===== src/rtl/bcw_defines.svh =====
/*
 boot configuration word decoder: field positions, encodings, register
 offsets and reset values. assumes it is included once per compile unit.
*/
`ifndef BCW_DEFINES_SVH
`define BCW_DEFINES_SVH
// configuration word fields
`define BCW_CLKSRC_MSB   26
`define BCW_CLKSRC_LSB   24
`define BCW_BOD_DIS_BIT  23
`define BCW_BOV_MSB      22
`define BCW_BOV_LSB      21
`define BCW_BOR_DIS_BIT  20
`define BCW_GPIO_BIT     10
`define BCW_BOOT_MSB     7
`define BCW_BOOT_LSB     6
// clock source codes
`define BCW_CLK_XTAL     3'h0
`define BCW_CLK_IRC      3'h7
// boot selection codes
`define BCW_BOOT_APP     2'h3
`define BCW_BOOT_LDR     2'h1
`define BCW_BOOT_APP_IAP 2'h2
`define BCW_BOOT_LDR_IAP 2'h0
// loader window and remappable low page
`define BCW_LDR_BASE     32'h0010_0000
`define BCW_LDR_END      32'h0010_0FFF
`define BCW_LOW_END      32'h0000_01FF
// apb register byte offsets
`define BCW_OFS_ACTIVE   8'h00
`define BCW_OFS_CLKSEL   8'h04
`define BCW_OFS_REMAP    8'h08
`define BCW_OFS_STATUS   8'h0C
`define BCW_OFS_CTRL     8'h10
// status and control bit positions
`define BCW_ST_LOADED    0
`define BCW_ST_RSVCLK    1
`define BCW_ST_REMAPOK   2
`define BCW_ST_MODE_LSB  4
`define BCW_CTRL_REBOOT  0
// reset values
`define BCW_RST_WORD     32'hFFFF_FFFF
`define BCW_RST_CLKSEL   3'h7
// decoded boot controls per mode, msb first as bcw_boot_t packs them
`define BCW_CTL_APP      7'h28
`define BCW_CTL_LDR      7'h54
`define BCW_CTL_APP_IAP  7'h31
`define BCW_CTL_LDR_IAP  7'h73
`endif


===== src/rtl/bcw_pkg.sv =====
/*
 boot configuration word decoder: shared types.
 assumes bcw_defines.svh holds the numeric constants.
*/
package bcw_pkg;
   // boot-time memory controls decoded from the boot selection field
   typedef struct packed {
      logic boot_from_loader;   // fetch starts in loader flash
      logic exec_app;           // application flash executable
      logic exec_loader;        // loader flash executable
      logic app_wr_block;       // writes to application flash refused
      logic ldr_wr_block;       // writes to loader flash refused
      logic ldr_low_page;       // first page fetched from loader flash
      logic remap_ok;           // low page may be remapped
   } bcw_boot_t;

   // load sequencer, one-hot
   typedef enum logic [1:0] {
      BCW_ST_LOAD = 2'b01,
      BCW_ST_RUN  = 2'b10
   } bcw_state_t;
endpackage


===== src/rtl/bcw_cfg_if.sv =====
/*
 carrier between the sequencer and the boot selection decoder.
 assumes both ends share pclk.
*/
`timescale 1ns/100ps
interface bcw_cfg_if;
   import bcw_pkg::*;
   logic        load;   // one-cycle apply strobe
   logic [1:0]  mode;   // boot selection code being applied
   bcw_boot_t   ctl;    // registered decoded controls
   modport src (output load, output mode, input ctl);
   modport dec (input load, input mode, output ctl);
endinterface


===== src/rtl/bcw_top.sv =====
/*
 boot configuration word decoder top: applies the nonvolatile boot word at
 power-on and at each warm reset, and exposes it over an apb slave.
 assumes flash_cfg_word is the stable flash content and sys_warm_reset is a
 one-cycle pulse synchronous to pclk.
*/
// The placing of the registers and the APB interface to the registers were chosen for this implementation.
// Contract
// RULE_01 - clock code 000 crystal, 111 rc, others reserved
// RULE_02 - every reset copies clock code into select
// RULE_03 - bit 23 low enables brown-out detect
// RULE_04 - bit 20 low enables brown-out reset
// RULE_05 - brown-out level field drives threshold select
// RULE_06 - bit 10 picks tri-state or quasi gpio
// RULE_07 - mode 11 boots and executes application only
// RULE_08 - mode 11 blocks application flash writes
// RULE_09 - mode 01 boots and executes loader only
// RULE_10 - mode 01 blocks loader flash writes
// RULE_11 - mode 10 boots application, executes both
// RULE_12 - both-region modes allow low page remap
// RULE_13 - mode 00 boots loader, low page from loader
// RULE_14 - changed word applies only at next reboot
`timescale 1ns/100ps
`include "bcw_defines.svh"
module bcw_top #(
   parameter int NUM_GPIO = 16,   // gpio pins steered by the initial mode
   parameter int PAGE_W   = 8,    // width of the remap page index
   parameter int MAX_PAGE = 255   // last page inside the executable range
) (
   input  wire logic                pclk,
   input  wire logic                presetn,
   // apb slave
   input  wire logic                psel,
   input  wire logic                penable,
   input  wire logic                pwrite,
   input  wire logic [7:0]          paddr,
   input  wire logic [31:0]         pwdata,
   output logic      [31:0]         prdata,
   output logic                     pready,
   output logic                     pslverr,
   // boot word and warm reset request
   input  wire logic [31:0]         flash_cfg_word,
   input  wire logic                sys_warm_reset,
   // decoded start-up state, from flops except the reserved clock flag, which is decoded from the applied word
   output logic      [2:0]          clock_select_register_zero,
   output logic                     clk_src_reserved,
   output logic                     brownout_detect_en,
   output logic                     brownout_reset_en,
   output logic      [1:0]          brownout_level,
   output logic      [NUM_GPIO-1:0] gpio_quasi_mode,
   output bcw_pkg::bcw_boot_t       boot_ctl,
   output logic      [PAGE_W-1:0]   remap_page,
   output logic                     cfg_loaded
);
   import bcw_pkg::*;

   // parameter checks
   // the remap range must be reachable by the page index
   initial
   begin
      if (NUM_GPIO < 1 || PAGE_W < 1 || PAGE_W > 24)
         $error("bcw_top: bad width parameter");
      if (MAX_PAGE < 0 || MAX_PAGE >= (1 << PAGE_W))
         $error("bcw_top: MAX_PAGE does not fit PAGE_W");
   end

   // sequencer
   bcw_state_t        state_q;        // load sequencer
   bcw_state_t        state_d;        // its next value

   // applied word and its fields
   logic [31:0]       active_q;       // word applied at the last reboot
   logic              por_pend_q;     // power-on-only fields still to load
   logic [2:0]        clksel_q;       // core clock select field
   logic              bod_en_q;       // brown-out detect enable
   logic              bor_en_q;       // brown-out reset enable
   logic [1:0]        bov_q;          // brown-out threshold select
   logic              gpio_q;         // quasi-bidirectional start-up
   logic [PAGE_W-1:0] remap_q;        // low page remap target
   logic              loaded_q;       // first apply done

   // software side
   logic              reboot_req_q;   // software-requested reboot

   // combinational decode
   logic              rsv_clk;        // applied clock code is reserved
   logic              load;           // apply strobe this cycle
   logic              wr_en;          // apb write access phase
   logic              rd_en;          // apb read access phase
   logic              addr_ok;        // address maps a register
   logic              remap_refuse;   // remap write outside allowed mode or past MAX_PAGE
   logic [31:0]       rdata_d;        // read mux

   bcw_cfg_if cfg_if ();   // carrier to the boot decoder

   // byte-address match, used by every register decode
   function automatic logic hit(input logic [7:0] a, input logic [7:0] ofs);
      return a == ofs;
   endfunction

   // clock code check, shared by the status view and the flag output
   function automatic logic clk_code_rsv(input logic [2:0] c);
      return c != `BCW_CLK_XTAL && c != `BCW_CLK_IRC;   // [RULE_01]
   endfunction

   // zero-wait slave: every access finishes in its first access cycle
   // (all registers are flops, the decode is shallow)
   assign pready = 1'b1;
   assign wr_en  = psel && penable && pwrite;
   assign rd_en  = psel && penable && !pwrite;
   assign addr_ok = hit(paddr, `BCW_OFS_ACTIVE) || hit(paddr, `BCW_OFS_CLKSEL)
                 || hit(paddr, `BCW_OFS_REMAP) || hit(paddr, `BCW_OFS_STATUS)
                 || hit(paddr, `BCW_OFS_CTRL);
   // remap only in modes that execute from both regions
   // the range test reads the bus value, so a bad page never lands
   assign remap_refuse = hit(paddr, `BCW_OFS_REMAP)
                      && (!boot_ctl.remap_ok || pwdata[PAGE_W-1:0] > MAX_PAGE[PAGE_W-1:0]);
   // error on unmapped address or on a refused remap write
   assign pslverr = psel && penable && (!addr_ok || (pwrite && remap_refuse));

   // the load strobe is the sequencer state itself
   assign load    = state_q == BCW_ST_LOAD;
   // reserved flag follows the applied word, not the bus view
   assign rsv_clk = clk_code_rsv(active_q[`BCW_CLKSRC_MSB:`BCW_CLKSRC_LSB]);

   // sequencer: a reset or reboot request always passes through one load cycle
   // reset leaves it in load, so the first edge after release
   // samples the word
   always_comb
   begin
      state_d = state_q;
      case (state_q)
         BCW_ST_LOAD : state_d = BCW_ST_RUN;
         BCW_ST_RUN  :
            if (sys_warm_reset || reboot_req_q)
               state_d = BCW_ST_LOAD;
         default     : state_d = BCW_ST_LOAD;
      endcase
   end

   always_ff @(posedge pclk or negedge presetn)
   begin
      if (!presetn)
         state_q <= BCW_ST_LOAD;
      else
         state_q <= state_d;
   end

   // applied word: sampled only while loading, so later flash edits wait
   always_ff @(posedge pclk or negedge presetn)
   begin
      if (!presetn)
         active_q <= `BCW_RST_WORD;
      else if (load)
         active_q <= flash_cfg_word;   // [RULE_14]
   end

   // the first load after power-on also sets the power-on-only fields
   // a warm reboot finds it clear and skips them
   always_ff @(posedge pclk or negedge presetn)
   begin
      if (!presetn)
         por_pend_q <= 1'b1;
      else if (load)
         por_pend_q <= 1'b0;
   end

   // first-apply flag
   // only power-on reset clears it
   always_ff @(posedge pclk or negedge presetn)
   begin
      if (!presetn)
         loaded_q <= 1'b0;
      else if (load)
         loaded_q <= 1'b1;
   end

   // clock select: reloaded at every reset kind, software may change it later;
   // the load wins over a write in the same cycle
   // a reserved code written here is taken as is
   always_ff @(posedge pclk or negedge presetn)
   begin
      if (!presetn)
         clksel_q <= `BCW_RST_CLKSEL;
      else if (load)
         clksel_q <= flash_cfg_word[`BCW_CLKSRC_MSB:`BCW_CLKSRC_LSB];   // [RULE_02]
      else if (wr_en && hit(paddr, `BCW_OFS_CLKSEL))
         clksel_q <= pwdata[2:0];
   end

   // brown-out and gpio start-up state: power-on only, a warm reset keeps them
   // limitation: a new threshold needs a full power-on
   always_ff @(posedge pclk or negedge presetn)
   begin
      if (!presetn)
      begin
         bod_en_q <= 1'b0;
         bor_en_q <= 1'b0;
         bov_q    <= 2'h0;
         gpio_q   <= 1'b0;
      end
      else if (load && por_pend_q)
      begin
         bod_en_q <= !flash_cfg_word[`BCW_BOD_DIS_BIT];                 // [RULE_03]
         bor_en_q <= !flash_cfg_word[`BCW_BOR_DIS_BIT];                 // [RULE_04]
         bov_q    <= flash_cfg_word[`BCW_BOV_MSB:`BCW_BOV_LSB];         // [RULE_05]
         gpio_q   <= flash_cfg_word[`BCW_GPIO_BIT];                     // [RULE_06]
      end
   end

   // remap target: cleared at each reboot, written only in allowed modes
   always_ff @(posedge pclk or negedge presetn)
   begin
      if (!presetn)
         remap_q <= '0;
      else if (load)
         remap_q <= '0;
      else if (wr_en && hit(paddr, `BCW_OFS_REMAP) && !remap_refuse)
         remap_q <= pwdata[PAGE_W-1:0];   // [RULE_12]
   end

   // software reboot request, self-clearing once the load starts
   // a write in the load cycle wins and asks again
   always_ff @(posedge pclk or negedge presetn)
   begin
      if (!presetn)
         reboot_req_q <= 1'b0;
      else if (wr_en && hit(paddr, `BCW_OFS_CTRL) && pwdata[`BCW_CTRL_REBOOT])
         reboot_req_q <= 1'b1;
      else if (load)
         reboot_req_q <= 1'b0;
   end

   // boot selection decoder, fed from the flash word on the load strobe
   assign cfg_if.load = load;
   assign cfg_if.mode = flash_cfg_word[`BCW_BOOT_MSB:`BCW_BOOT_LSB];
   assign boot_ctl    = cfg_if.ctl;

   bcw_boot_decode u_boot_decode (
      .pclk    (pclk),
      .presetn (presetn),
      .cfg     (cfg_if.dec)
   );

   // gpio start-up mode fans out to every pin
   // one flop feeds all pins, so they never disagree
   for (genvar i = 0; i < NUM_GPIO; i++)
   begin : g_gpio
      assign gpio_quasi_mode[i] = gpio_q;   // [RULE_06]
   end

   // read mux; reserved bits read zero
   // unmapped offsets and the write-only control read zero
   always_comb
   begin
      rdata_d = 32'h0000_0000;
      case (1'b1)
         hit(paddr, `BCW_OFS_ACTIVE) : rdata_d = active_q;
         hit(paddr, `BCW_OFS_CLKSEL) : rdata_d[2:0] = clksel_q;
         hit(paddr, `BCW_OFS_REMAP)  : rdata_d[PAGE_W-1:0] = remap_q;
         hit(paddr, `BCW_OFS_STATUS) :
         begin
            rdata_d[`BCW_ST_LOADED]  = loaded_q;
            rdata_d[`BCW_ST_RSVCLK]  = rsv_clk;
            rdata_d[`BCW_ST_REMAPOK] = boot_ctl.remap_ok;
            rdata_d[`BCW_ST_MODE_LSB+1:`BCW_ST_MODE_LSB] =
               active_q[`BCW_BOOT_MSB:`BCW_BOOT_LSB];
         end
         default                     : rdata_d = 32'h0000_0000;
      endcase
   end

   // read data held in a flop, loaded in the setup cycle so it is valid
   // during the access phase
   // trade-off: the setup cycle is spare, so the flop costs no wait
   always_ff @(posedge pclk or negedge presetn)
   begin
      if (!presetn)
         prdata <= 32'h0000_0000;
      else if (psel && !penable && !pwrite)
         prdata <= rdata_d;
   end

   // outputs come straight from the flops, the reserved flag through the clock code check
   assign clock_select_register_zero = clksel_q;
   assign clk_src_reserved           = rsv_clk;
   assign brownout_detect_en         = bod_en_q;
   assign brownout_reset_en          = bor_en_q;
   assign brownout_level             = bov_q;
   assign remap_page                 = remap_q;
   assign cfg_loaded                 = loaded_q;

   // load copies the clock code
   a_clk_copy: assert property (@(posedge pclk) disable iff (!presetn) // [RULE_02]
      load |=> clock_select_register_zero
               == active_q[`BCW_CLKSRC_MSB:`BCW_CLKSRC_LSB])
      else $error("clock select not loaded from word");

   // valid codes never flagged
   a_clk_code: assert property (@(posedge pclk) disable iff (!presetn) // [RULE_01]
      cfg_loaded && (active_q[`BCW_CLKSRC_MSB:`BCW_CLKSRC_LSB] == `BCW_CLK_XTAL
      || active_q[`BCW_CLKSRC_MSB:`BCW_CLKSRC_LSB] == `BCW_CLK_IRC) |-> !clk_src_reserved)
      else $error("valid clock code flagged reserved");

   // detect enable from the word
   a_bod_det: assert property (@(posedge pclk) disable iff (!presetn) // [RULE_03]
      $rose(cfg_loaded) |-> brownout_detect_en == !active_q[`BCW_BOD_DIS_BIT])
      else $error("brown-out detect enable wrong");

   // reset enable from the word
   a_bod_rst: assert property (@(posedge pclk) disable iff (!presetn) // [RULE_04]
      $rose(cfg_loaded) |-> brownout_reset_en == !active_q[`BCW_BOR_DIS_BIT])
      else $error("brown-out reset enable wrong");

   // threshold forwarded
   a_bod_level: assert property (@(posedge pclk) disable iff (!presetn) // [RULE_05]
      $rose(cfg_loaded) |-> brownout_level == active_q[`BCW_BOV_MSB:`BCW_BOV_LSB])
      else $error("brown-out level not forwarded");

   // gpio start-up mode
   a_gpio_mode: assert property (@(posedge pclk) disable iff (!presetn) // [RULE_06]
      $rose(cfg_loaded) |-> gpio_quasi_mode[0] == active_q[`BCW_GPIO_BIT])
      else $error("gpio start-up mode wrong");

   // single-region modes keep the remap
   a_remap_gate: assert property (@(posedge pclk) disable iff (!presetn) // [RULE_12]
      wr_en && hit(paddr, `BCW_OFS_REMAP) && !boot_ctl.remap_ok && !load
      |=> $stable(remap_page))
      else $error("remap taken in a single-region mode");

   // word held while running
   a_word_hold: assert property (@(posedge pclk) disable iff (!presetn) // [RULE_14]
      state_q == BCW_ST_RUN |=> $stable(active_q))
      else $error("applied word changed without reboot");

   // boot controls move only on a reboot
   a_boot_hold: assert property (@(posedge pclk) disable iff (!presetn) // [RULE_14]
      state_q == BCW_ST_RUN |=> $stable(boot_ctl))
      else $error("boot controls changed without reboot");

   // every reboot clears the remap target
   a_remap_clear: assert property (@(posedge pclk) disable iff (!presetn) // [RULE_12]
      load |=> remap_page == '0)
      else $error("remap target not cleared on reboot");
endmodule


===== src/rtl/bcw_boot_decode.sv =====
/*
 boot selection decoder: turns the two-bit boot selection into held memory
 controls on each apply strobe. assumes the strobe comes only at reboot.
*/
`timescale 1ns/100ps
`include "bcw_defines.svh"
module bcw_boot_decode (
   input  wire logic pclk,
   input  wire logic presetn,
   bcw_cfg_if.dec    cfg
);
   import bcw_pkg::*;

   // decode of one boot selection code
   function automatic bcw_boot_t decode_boot(input logic [1:0] m);
      bcw_boot_t b;
      b = '0;
      case (m)
         `BCW_BOOT_APP     : b = `BCW_CTL_APP;     // [RULE_07] [RULE_08]
         `BCW_BOOT_LDR     : b = `BCW_CTL_LDR;     // [RULE_09] [RULE_10]
         `BCW_BOOT_APP_IAP : b = `BCW_CTL_APP_IAP; // [RULE_11]
         `BCW_BOOT_LDR_IAP : b = `BCW_CTL_LDR_IAP; // [RULE_13]
         default           : b = '0;
      endcase
      return b;
   endfunction

   // controls change only on the apply strobe; reset is the safest mode
   always_ff @(posedge pclk or negedge presetn)
   begin
      if (!presetn)
         cfg.ctl <= `BCW_CTL_APP;
      else if (cfg.load)
         cfg.ctl <= decode_boot(cfg.mode);
   end

   a_app_only: assert property (@(posedge pclk) disable iff (!presetn) // [RULE_07]
      cfg.load && cfg.mode == `BCW_BOOT_APP |=> !cfg.ctl.boot_from_loader
      && cfg.ctl.exec_app && !cfg.ctl.exec_loader)
      else $error("app-only mode decoded wrongly");
   a_app_lock: assert property (@(posedge pclk) disable iff (!presetn) // [RULE_08]
      cfg.load && cfg.mode == `BCW_BOOT_APP |=> cfg.ctl.app_wr_block)
      else $error("application flash not write-protected");
   a_ldr_only: assert property (@(posedge pclk) disable iff (!presetn) // [RULE_09]
      cfg.load && cfg.mode == `BCW_BOOT_LDR |=> cfg.ctl.boot_from_loader
      && !cfg.ctl.exec_app && cfg.ctl.exec_loader)
      else $error("loader-only mode decoded wrongly");
   a_ldr_lock: assert property (@(posedge pclk) disable iff (!presetn) // [RULE_10]
      cfg.load && cfg.mode == `BCW_BOOT_LDR |=> cfg.ctl.ldr_wr_block
      && !cfg.ctl.app_wr_block)
      else $error("loader flash not write-protected");
   a_app_iap: assert property (@(posedge pclk) disable iff (!presetn) // [RULE_11]
      cfg.load && cfg.mode == `BCW_BOOT_APP_IAP |=> cfg.ctl.exec_app
      && cfg.ctl.exec_loader && !cfg.ctl.boot_from_loader && cfg.ctl.remap_ok)
      else $error("app iap mode decoded wrongly");
   a_ldr_iap: assert property (@(posedge pclk) disable iff (!presetn) // [RULE_13]
      cfg.load && cfg.mode == `BCW_BOOT_LDR_IAP |=> cfg.ctl.boot_from_loader
      && cfg.ctl.ldr_low_page && cfg.ctl.exec_app)
      else $error("loader iap mode decoded wrongly");
endmodule


===== config.mk =====
export PLATFORM = sky130hd
export DESIGN_NAME = bcw_top
export DESIGN_NICKNAME = d
export VERILOG_FILES = /design/src/rtl/bcw_pkg.sv /design/src/rtl/bcw_cfg_if.sv /design/src/rtl/bcw_top.sv /design/src/rtl/bcw_boot_decode.sv
export VERILOG_INCLUDE_DIRS = /design/src /design/src/rtl
export SDC_FILE = /design/constraint.sdc
export NUM_CORES = 1
export LEC_CHECK = 0
export BUFFER_PORTS_ARGS = -buffer_cell sky130_fd_sc_hd__buf_4
export CORE_ASPECT_RATIO = 0.8
export CORE_MARGIN = 3
export CORE_UTILIZATION = 32
export DETAILED_ROUTE_END_ITERATION = 8
export GPL_ROUTABILITY_DRIVEN = 0
export PLACE_DENSITY = 0.56
export SYNTH_ARGS = -nofsm -noshare
export SYNTH_HDL_FRONTEND = slang
export SYNTH_SLANG_ARGS = --single-unit

===== constraint.sdc =====
create_clock -name pclk -period 2.2 [get_ports pclk]
set_input_delay 0.11 -clock pclk [delete_from_list [all_inputs] [get_ports pclk]]
set_output_delay 0.11 -clock pclk [all_outputs]
set_load 0.005 [all_outputs]

==> impl_metrics.json, run 1 <==
{
  "cp_top_family": "simple AND/OR/NAND/NOR gates",
  "overflow": 0,
  "crit_type": "in2out",
  "fin_cells": 655,
  "synth.top_cell.area_share_pct": 34.14,
  "seq_area_frac_synth_pct": 60.52,
  "synth_area_per_cell_um2": 10.64,
  "yosysWarnings": 0,
  "final_common_cell": "buf_4",
  "clockBufferDepth": 2,
  "path_clk_slew_ps": 60,
  "port_buffers": 126,
  "leakagePower_nw": 2.761,
  "setup-tns-final_ps": 0,
  "root_buffer": "clkbuf_16",
  "placedCellCount": 609,
  "core_region_area_um2": 11690,
  "grt.total_usage_pct": 15.26,
  "antenna_found_initial": 0,
  "max_stage_delay_ps": 390,
  "arrival_ps": 1450,
  "synth_cells": 365,
  "synthTopCellsByArea": "dfrtp_1, dfstp_2, nand2_1, a22o_1, buf_4",
  "start_util_pct": 33.23,
  "synth.ff_latch_count": 92,
  "grt_pass1_wl_um": 16330,
  "holdCritPathClass": "in2reg",
  "antenna_left": 0,
  "yosysUniqueCellTypes": 39,
  "crit_chain": "buf_4 -> nor4_4 -> and2_1 -> buf_4 -> nand4b_1 -> a21oi_1 -> buf_4",
  "remaining_drc_errors": 0,
  "slew_violations": 0,
  "async_reset_ff_share_pct": 100.0,
  "synth_edf_count": 0,
  "dp_hpwl_um": 6931,
  "syn-num-nets": 443,
  "crit_path_start_kind": "input pin",
  "period_share_pct": 70.87,
  "grt_start_max_net_pins": 50,
  "crit_buf_inv": 3,
  "period_needed_ps": 1559,
  "cts_setup_buffers": 0,
  "dr.pass1.iters": 4,
  "synth_top_area_cell": "dfrtp_1",
  "nNetsFinal": 580,
  "dieHeight_um": 104.6,
  "cts_tree": "built",
  "grt_pass1_vias": 3119,
  "vias": 3083,
  "wl_per_cell_um": 15.39,
  "clock-sinks": 92,
  "antenna_cells": 0,
  "worstPathRequired_ps": 2090,
  "rsz0062_at_grt": "false",
  "relSlewSlack_pct": 47.34,
  "setup_viol": 0,
  "maxCapViolations": 0,
  "layout_common_cells": "buf_4, nand2_1, dfrtp_1",
  "wirelength_um": 10080,
  "holdWs_ps": 10.42,
  "ios": 152,
  "synthFlopType": "dfrtp_1",
  "crit_path_max_fanout": 6,
  "htree_levels": 3,
  "cpMostUsedCell": "buf_4",
  "end_kind": "output port",
  "slowest_stage": "nor4_4",
  "status": "finished, final reports clean",
  "skew_ps": 5.552,
  "hold_violations": 0,
  "peakVddDrop_uv": 542.8,
  "worstMarginPinSlew_ps": 789.9,
  "drive_gt1_share_pct": 39.45,
  "die_w_um": 129.2,
  "die-area_um2": 13510,
  "rows": 35,
  "power_density_nw_per_um2": 1012,
  "drt_iter0_markers": 153,
  "viasPerCell": 4.707,
  "areaGrowthSynthToFinish_pct": 40.13,
  "clkLatencyLatePin_ps": 340,
  "fmax_mhz": 641.4,
  "synth.cell_area_um2": 3885,
  "cts_buffers": 9
}
cell usage after synthesis, drive strengths merged (2+ instances only):
master / count
a21oi: 3
a22o: 26
a31oi: 2
a32oi: 3
and2: 4
and3: 4
buf: 23
clkbuf: 14
dfrtp: 53
dfstp: 39
inv: 2
mux2: 8
mux2i: 10
nand2: 121
nand2b: 3
nand3: 6
nor2: 13
nor2b: 2
nor3: 2
nor4: 2
o21ai: 9
o311ai: 2
final cells by class:
cell class | count | area (um2)
well taps | 148 | 185.2
repair buffers | 163 | 1311
multi-input cells | 234 | 1319
clock buffers | 11 | 232.7
fillers | 1110 | 6248
flip-flops and latches | 92 | 2351
inverters | 2 | 7.507
clock inverters | 5 | 37.54
where the power goes:
group | internal, mW | switching, mW
logic | 0.633 | 0.831
registers | 2.36 | 0.272
clock network | 0.771 | 0.644
total | 3.76 | 1.75
sequential cells by signal, summed over array words and instances (netlist names):
signal,flops
active_q,32
brownout_detect_en,1
brownout_level,2
brownout_reset_en,1
cfg_loaded,1
clock_select_register_zero,3
gpio_q,1
por_pend_q,1
prdata,32
reboot_req_q,1
remap_page,8
state_q,2
u_boot_decode.cfg.ctl,7
worst min-delay path: cells and delay by family:
| family | cells | cell delay [ps] |
|---|---|---|
| buf+inv | 1 | 80 |
| mux | 1 | 50 |
| simple gates | 1 | 70 |
per-layer routing:
metal  GRT usage [%]  routed length (um)  up-vias
li1                -                   -     1483
met1           19.84                4497     1493
met2           24.78                4814       99
met3           5.059                 677        8
met4           3.373                  92        0
met5               0                   0        -
path summary, 6_finish.rpt:
check / start / to / slack (ps) / cells past startpoint
setup / recovery: paddr[5] / pslverr / 640 / 7
hold / removal: pwdata[6] / remap_page[6]$_DFFE_PN0P_ / 10 / 3
setup reg to reg: state_q[1]$_DFFE_PN0P_ / active_q[11]$_DFFE_PN1P_ / 670 / 4
hold reg to reg: active_q[18]$_DFFE_PN1P_ / active_q[18]$_DFFE_PN1P_ / 460 / 2
max in group asynchronous: presetn / active_q[12]$_DFFE_PN1P_ / 1160 / 3
min in group asynchronous: presetn / prdata[31]$_DFFE_PN0P_ / 310 / 2
timing repair:
| item | CTS | global route |
|---|---|---|
| setup endpoints to repair | 0 | 0 |
| hold buffers | 30 | 0 |
| hold endpoints to repair | 61 | 0 |
| resized for setup | 0 | 0 |
logic make-up (layout without fill, tap and decap cells):
kind of cell | after synthesis | after routing | synth area share, %
other | 1 | 1 | 0.09653
multiplexers | 18 | 18 | 4.895
AND/OR/NAND/NOR | 164 | 164 | 18.52
buffers and inverters | 39 | 181 | 5.797
AO/OA/AOI/OAI | 51 | 51 | 10.18
flip-flops | 92 | 92 | 60.52
metrics by stage:
step	util, %	instance area, um2	power (mW)	setup WS (ps)
global route	46.56	5444	5.900	518.0
floorplan	-	3885	3.454	755.7
finish	46.56	5444	5.509	640.9
global placement	41.68	4873	4.043	662.5
detailed placement	41.68	4873	4.105	629.9
CTS	46.56	5444	5.590	630.8
(Power assumes the default switching activity.)
==> inputs of run 2 (changes only) <==
==> constraint.sdc (replaced) <==
create_clock -name pclk -period 1.5 [get_ports pclk]
set_input_delay 0.075 -clock pclk [delete_from_list [all_inputs] [get_ports pclk]]
set_output_delay 0.075 -clock pclk [all_outputs]
set_load 0.005 [all_outputs]
==> run 2 against run 1 <==
Critical path depth down 4. First-iteration DRC count decreased by 27%. Highest routed layer unchanged. Clock skew is 2.4 ps lower. Sequential cell count stayed put. Via count grew 2.1%. Worst setup slack got worse by 570 ps. Final cell count grew 2.4%.
==> impl_metrics.json, run 2 (synthesis results as in run 1) <==
{
  "crit_buf_inv": 0,
  "dp_slack_ps": 75.91,
  "maxCapViolations": 0,
  "crit_path_start_kind": "flop",
  "grt_pass1_wl_um": 17030,
  "power_density_nw_per_um2": 1490,
  "hold_violations": 0,
  "placedCellCount": 616,
  "cts_tree": "built",
  "slowest_stage": "dfstp_2",
  "core_region_area_um2": 11690,
  "period_share_pct": 95.10,
  "overflow": 0,
  "dr.pass1.iters": 4,
  "nNetsFinal": 596,
  "drive_gt1_share_pct": 39.77,
  "top_layer_used": "met4",
  "dpl_cell_area_um2": 4989,
  "num-fill-cells": 1049,
  "end_kind": "flop",
  "slew_violations": 0,
  "areaGrowthSynthToFinish_pct": 46.63,
  "crit_type": "reg2reg",
  "wl_met3_um": 570,
  "layout_common_cells": "buf_4, nand2_1, dfrtp_1",
  "status": "finished, final reports clean",
  "rsz0062_at_grt": "true",
  "root_buffer": "clkbuf_16",
  "holdWs_ps": 12.01,
  "worstPathRequired_ps": 1720,
  "layout_setup_ws_ps": 73.57,
  "skew_ps": 3.146,
  "period_needed_ps": 1426,
  "drt_iter0_markers": 112,
  "dieHeight_um": 104.6,
  "wl_per_cell_um": 15.32,
  "leakagePower_nw": 2.889,
  "grt_start_max_net_pins": 33,
  "holdCritPathClass": "in2reg",
  "path_clk_slew_ps": 60,
  "wirelength_um": 10280,
  "rows": 35,
  "fin_util_pct": 48.72,
  "grt.total_usage_pct": 15.78,
  "final_area_um2": 5697,
  "antenna_left": 0,
  "fin_cells": 671,
  "htree_levels": 3,
  "crit_path_max_fanout": 7,
  "power.total_mw": 8.486,
  "viasPerCell": 4.692,
  "crit_chain": "nor2b_4 -> nand2_1 -> mux2_2",
  "die_w_um": 129.2,
  "dp_hpwl_um": 7155,
  "vias": 3148,
  "ios": 152,
  "arrival_ps": 1640,
  "clockBufferDepth": 2,
  "antenna_cells": 0,
  "die-area_um2": 13510,
  "peakVddDrop_uv": 840.7,
  "grt_pass1_vias": 3308,
  "cts_buffers": 9,
  "max_stage_delay_ps": 550,
  "met1_length_um": 4749,
  "setup-tns-final_ps": 0,
  "cp_top_family": "flip-flops",
  "clkLatencyLatePin_ps": 330,
  "routed-wl-met2_um": 4863,
  "clock-sinks": 92,
  "final_common_cell": "buf_4",
  "start_util_pct": 33.23,
  "fmax_mhz": 701.0,
  "remaining_drc_errors": 0,
  "antenna_found_initial": 0,
  "setup_viol": 0,
  "port_buffers": 126
}
==> run 2: changes by cell type in the layout (fill, tap and decap cells not counted), sizes merged <==
cell	previous run	this run
clkinv	2	3
inv	3	2
dlygate4sd3	30	39
clkinvlp	2	0
bufinv	0	2
buf	133	140
==> run 2: routing by layer <==
layer	track usage, %	up-vias
met1	20.95	1528
met4	3.673	0
met2	25.67	90
met5	0	-
met3	4.343	9
li1	-	1521
==> run 2: path summary, 6_finish.rpt <==
path | to | start | slack, ps | cells after the start
worst max-delay path | gpio_q$_DFFE_PN0P_ | state_q[0]$_DFFE_PN1P_ | 70 | 3
worst min-delay path | active_q[25]$_DFFE_PN1P_ | flash_cfg_word[25] | 10 | 3
worst max register to register | gpio_q$_DFFE_PN0P_ | state_q[0]$_DFFE_PN1P_ | 70 | 3
worst min register to register | active_q[18]$_DFFE_PN1P_ | active_q[18]$_DFFE_PN1P_ | 460 | 2
max in group asynchronous | active_q[21]$_DFFE_PN1P_ | presetn | 680 | 3
min in group asynchronous | prdata[28]$_DFFE_PN0P_ | presetn | 210 | 2
==> run 2: cell type report <==
type / count / area [um2] / area share (%)
Timing Repair Buffer: 179 / 1516 / 26.62
Inverter: 2 / 7.507 / 0.1318
Sequential cell: 92 / 2351 / 41.27
Clock inverter: 5 / 75.07 / 1.318
Clock buffer: 11 / 242.7 / 4.261
Multi-Input combinational cell: 234 / 1319 / 23.15
Tap cell: 148 / 185.2 / 3.251
==> run 2: repair_timing <==
item / 4_1_cts / 5_1_grt
setup endpoints to repair: 0 / 4
endpoints found under the hold margin: 71 / 0
setup buffers: 0 / 0
resized for setup: 0 / 0
hold buffers: 39 / 0
==> run 2: report_power, final <==
| group | internal, mW | switching [mW] |
|---|---|---|
| clock network | 1.50 | 0.893 |
| logic | 1.02 | 1.23 |
| registers | 3.46 | 0.390 |
==> run 2: tightest hold or removal path, delay by kind of cell <==
family,cells,cell delay [ps]
AND/OR/NAND/NOR,2,140
buffers and inverters,1,80
==> inputs of run 3 (changes only) <==
--- a/config.mk
+++ b/config.mk
@@ -7,7 +7,6 @@
 export NUM_CORES = 1
 export LEC_CHECK = 0
 export BUFFER_PORTS_ARGS = -buffer_cell sky130_fd_sc_hd__buf_4
-export CORE_ASPECT_RATIO = 0.8
 export CORE_MARGIN = 3
 export CORE_UTILIZATION = 32
 export DETAILED_ROUTE_END_ITERATION = 8
@@ -16,3 +15,4 @@
 export SYNTH_ARGS = -nofsm -noshare
 export SYNTH_HDL_FRONTEND = slang
 export SYNTH_SLANG_ARGS = --single-unit
+export TNS_END_PERCENT = 10
==> run 3 against run 2 <==
Highest routed layer unchanged. Critical endpoint is now pslverr. Core utilization is 0.28 points higher. Final cell count is 0.15% lower. Sequential cell count unchanged. Critical path depth up 1. Global-route usage hardly changed. Combinational power rose by 3%. Count of clock-buffer cells in the layout up 1. Non-clock buffer count grew 4. Sequential power barely moved. Register-to-register slack better by 60 ps. Fmax decreased by 0.14%.
==> impl_metrics.json, run 3 (synthesis results as in run 1) <==
{
  "crit_type": "reg2out",
  "layout_common_cells": "buf_4, nand2_1, dfrtp_1",
  "grt_pass1_vias": 3210,
  "clkLatencyLatePin_ps": 340,
  "remaining_drc_errors": 0,
  "setup-tns-final_ps": 0,
  "cts_tree": "built",
  "period_needed_ps": 1428,
  "antenna_found_initial": 0,
  "dpl_cell_area_um2": 4992,
  "hold_violations": 0,
  "fmax_mhz": 700.1,
  "clock-sinks": 92,
  "grt_start_max_net_pins": 40,
  "dp_slack_ps": 52.94,
  "status": "finished, final reports clean",
  "viasPerCell": 4.599,
  "arrival_ps": 1350,
  "wirelength_um": 10360,
  "start_util_pct": 33.31,
  "antenna_cells": 0,
  "wl_per_cell_um": 15.46,
  "grt.total_usage_pct": 15.76,
  "dieHeight_um": 116.2,
  "maxCapViolations": 0,
  "layout_setup_ws_ps": 71.62,
  "root_buffer": "clkbuf_16",
  "cpMostUsedCell": "buf_4",
  "dp_hpwl_um": 7382,
  "clockBufferDepth": 2,
  "ios": 152,
  "path_clk_slew_ps": 70,
  "slew_violations": 0,
  "placedCellCount": 614,
  "end_kind": "output port",
  "crit_path_start_kind": "flop",
  "vias": 3081,
  "final-seq-area_um2": 2351,
  "skew_ps": 8.118,
  "num-fill-cells": 1069,
  "setup_viol": 0,
  "leakagePower_nw": 2.898,
  "cts_buffers": 9,
  "max_stage_delay_ps": 400,
  "crit_chain": "buf_4 -> nand4b_1 -> a21oi_1 -> buf_4",
  "crit_buf_inv": 2,
  "drive_gt1_share_pct": 40.04,
  "dr.pass1.iters": 4,
  "slowest_stage": "dfrtp_1",
  "drt_iter0_markers": 113,
  "power_density_nw_per_um2": 1499,
  "die_w_um": 116.2,
  "core_region_area_um2": 11660,
  "htree_levels": 3,
  "period_share_pct": 95.23,
  "overflow": 0,
  "grt_pass1_wl_um": 16380,
  "holdCritPathClass": "in2reg",
  "antenna_left": 0,
  "peakVddDrop_uv": 935.6,
  "cp_top_family": "flip-flops",
  "fin_cells": 670,
  "crit_path_max_fanout": 4,
  "final_area_um2": 5714,
  "worstPathRequired_ps": 1420,
  "final_common_cell": "buf_4",
  "die-area_um2": 13500,
  "port_buffers": 126,
  "multi_input_area_um2": 1321,
  "nNetsFinal": 600,
  "rsz0062_at_grt": "true",
  "areaGrowthSynthToFinish_pct": 47.09,
  "rows": 39
}
[run 3: what timing repair did]
action | in CTS | in global routing
buffers inserted | 0 | 0
endpoints found under the hold margin | 75 | 0
hold buffers | 40 | 0
gates resized for setup | 0 | 1
endpoints found under the setup margin | 0 | 3
[run 3: path summary, 6_finish.rpt]
check                                                     start                                   endpoint  slack, ps  depth (start not counted)
max                        u_boot_decode.cfg.ctl[0]$_DFFE_PN0P_                                    pslverr         70                          4
min                                                   pwdata[0]                   reboot_req_q$_DFFE_PN0P_         20                          2
max reg2reg                              state_q[0]$_DFFE_PN1P_  clock_select_register_zero[0]$_DFFE_PN1P_        130                          3
min reg2reg                             active_q[0]$_DFFE_PN1P_                    active_q[0]$_DFFE_PN1P_        460                          2
max in group asynchronous                               presetn                    active_q[7]$_DFFE_PN1P_        670                          3
min in group asynchronous                               presetn              brownout_reset_en$_DFFE_PN0P_        210                          2
[run 3: worst reg2reg max path, cell delays in order (launching register included)]
cell and delay, ps:
dfstp_2 540, nor2b_4 240, a41o_2 180, mux2_1 330
[run 3: through the flow]
stage          total power [mW]  hold WS (ps)  util, %
4_1_cts                   8.700         7.639    48.98
6_report                  8.563         22.13    49.00
3_5_place_dp              6.166         33.71    42.81
5_1_grt                   9.137         18.86    49.00
2_1_floorplan             5.066        -220.6        -
3_3_place_gp              6.098         31.52    42.81
[run 3: routing by layer]
| metal | up-vias | global-route usage [%] | part of all wire [%] |
|---|---|---|---|
| met5 | - | 0 | 0 |
| met3 | 6 | 4.301 | 5.2 |
| met2 | 91 | 27.43 | 49 |
| met1 | 1460 | 19.47 | 45 |
| li1 | 1524 | - | - |
| met4 | 0 | 3.944 | 0.69 |
[run 3: final cells by class]
type,instances,share of cell area (%)
timing repair buffer,183,26.89
clock buffer,12,4.314
multi-input combinational,234,23.12
sequential,92,41.14
inverter,2,0.1314
tap,143,3.131
clock inverter,4,1.270
[run 3: report_power, final]
part	internal, mW	switching, mW	leakage (nW)
Sequential	3.46	0.380	1.11
Clock	1.50	0.904	0.153
Combinational	1.05	1.26	1.63
Total	6.02	2.54	2.90
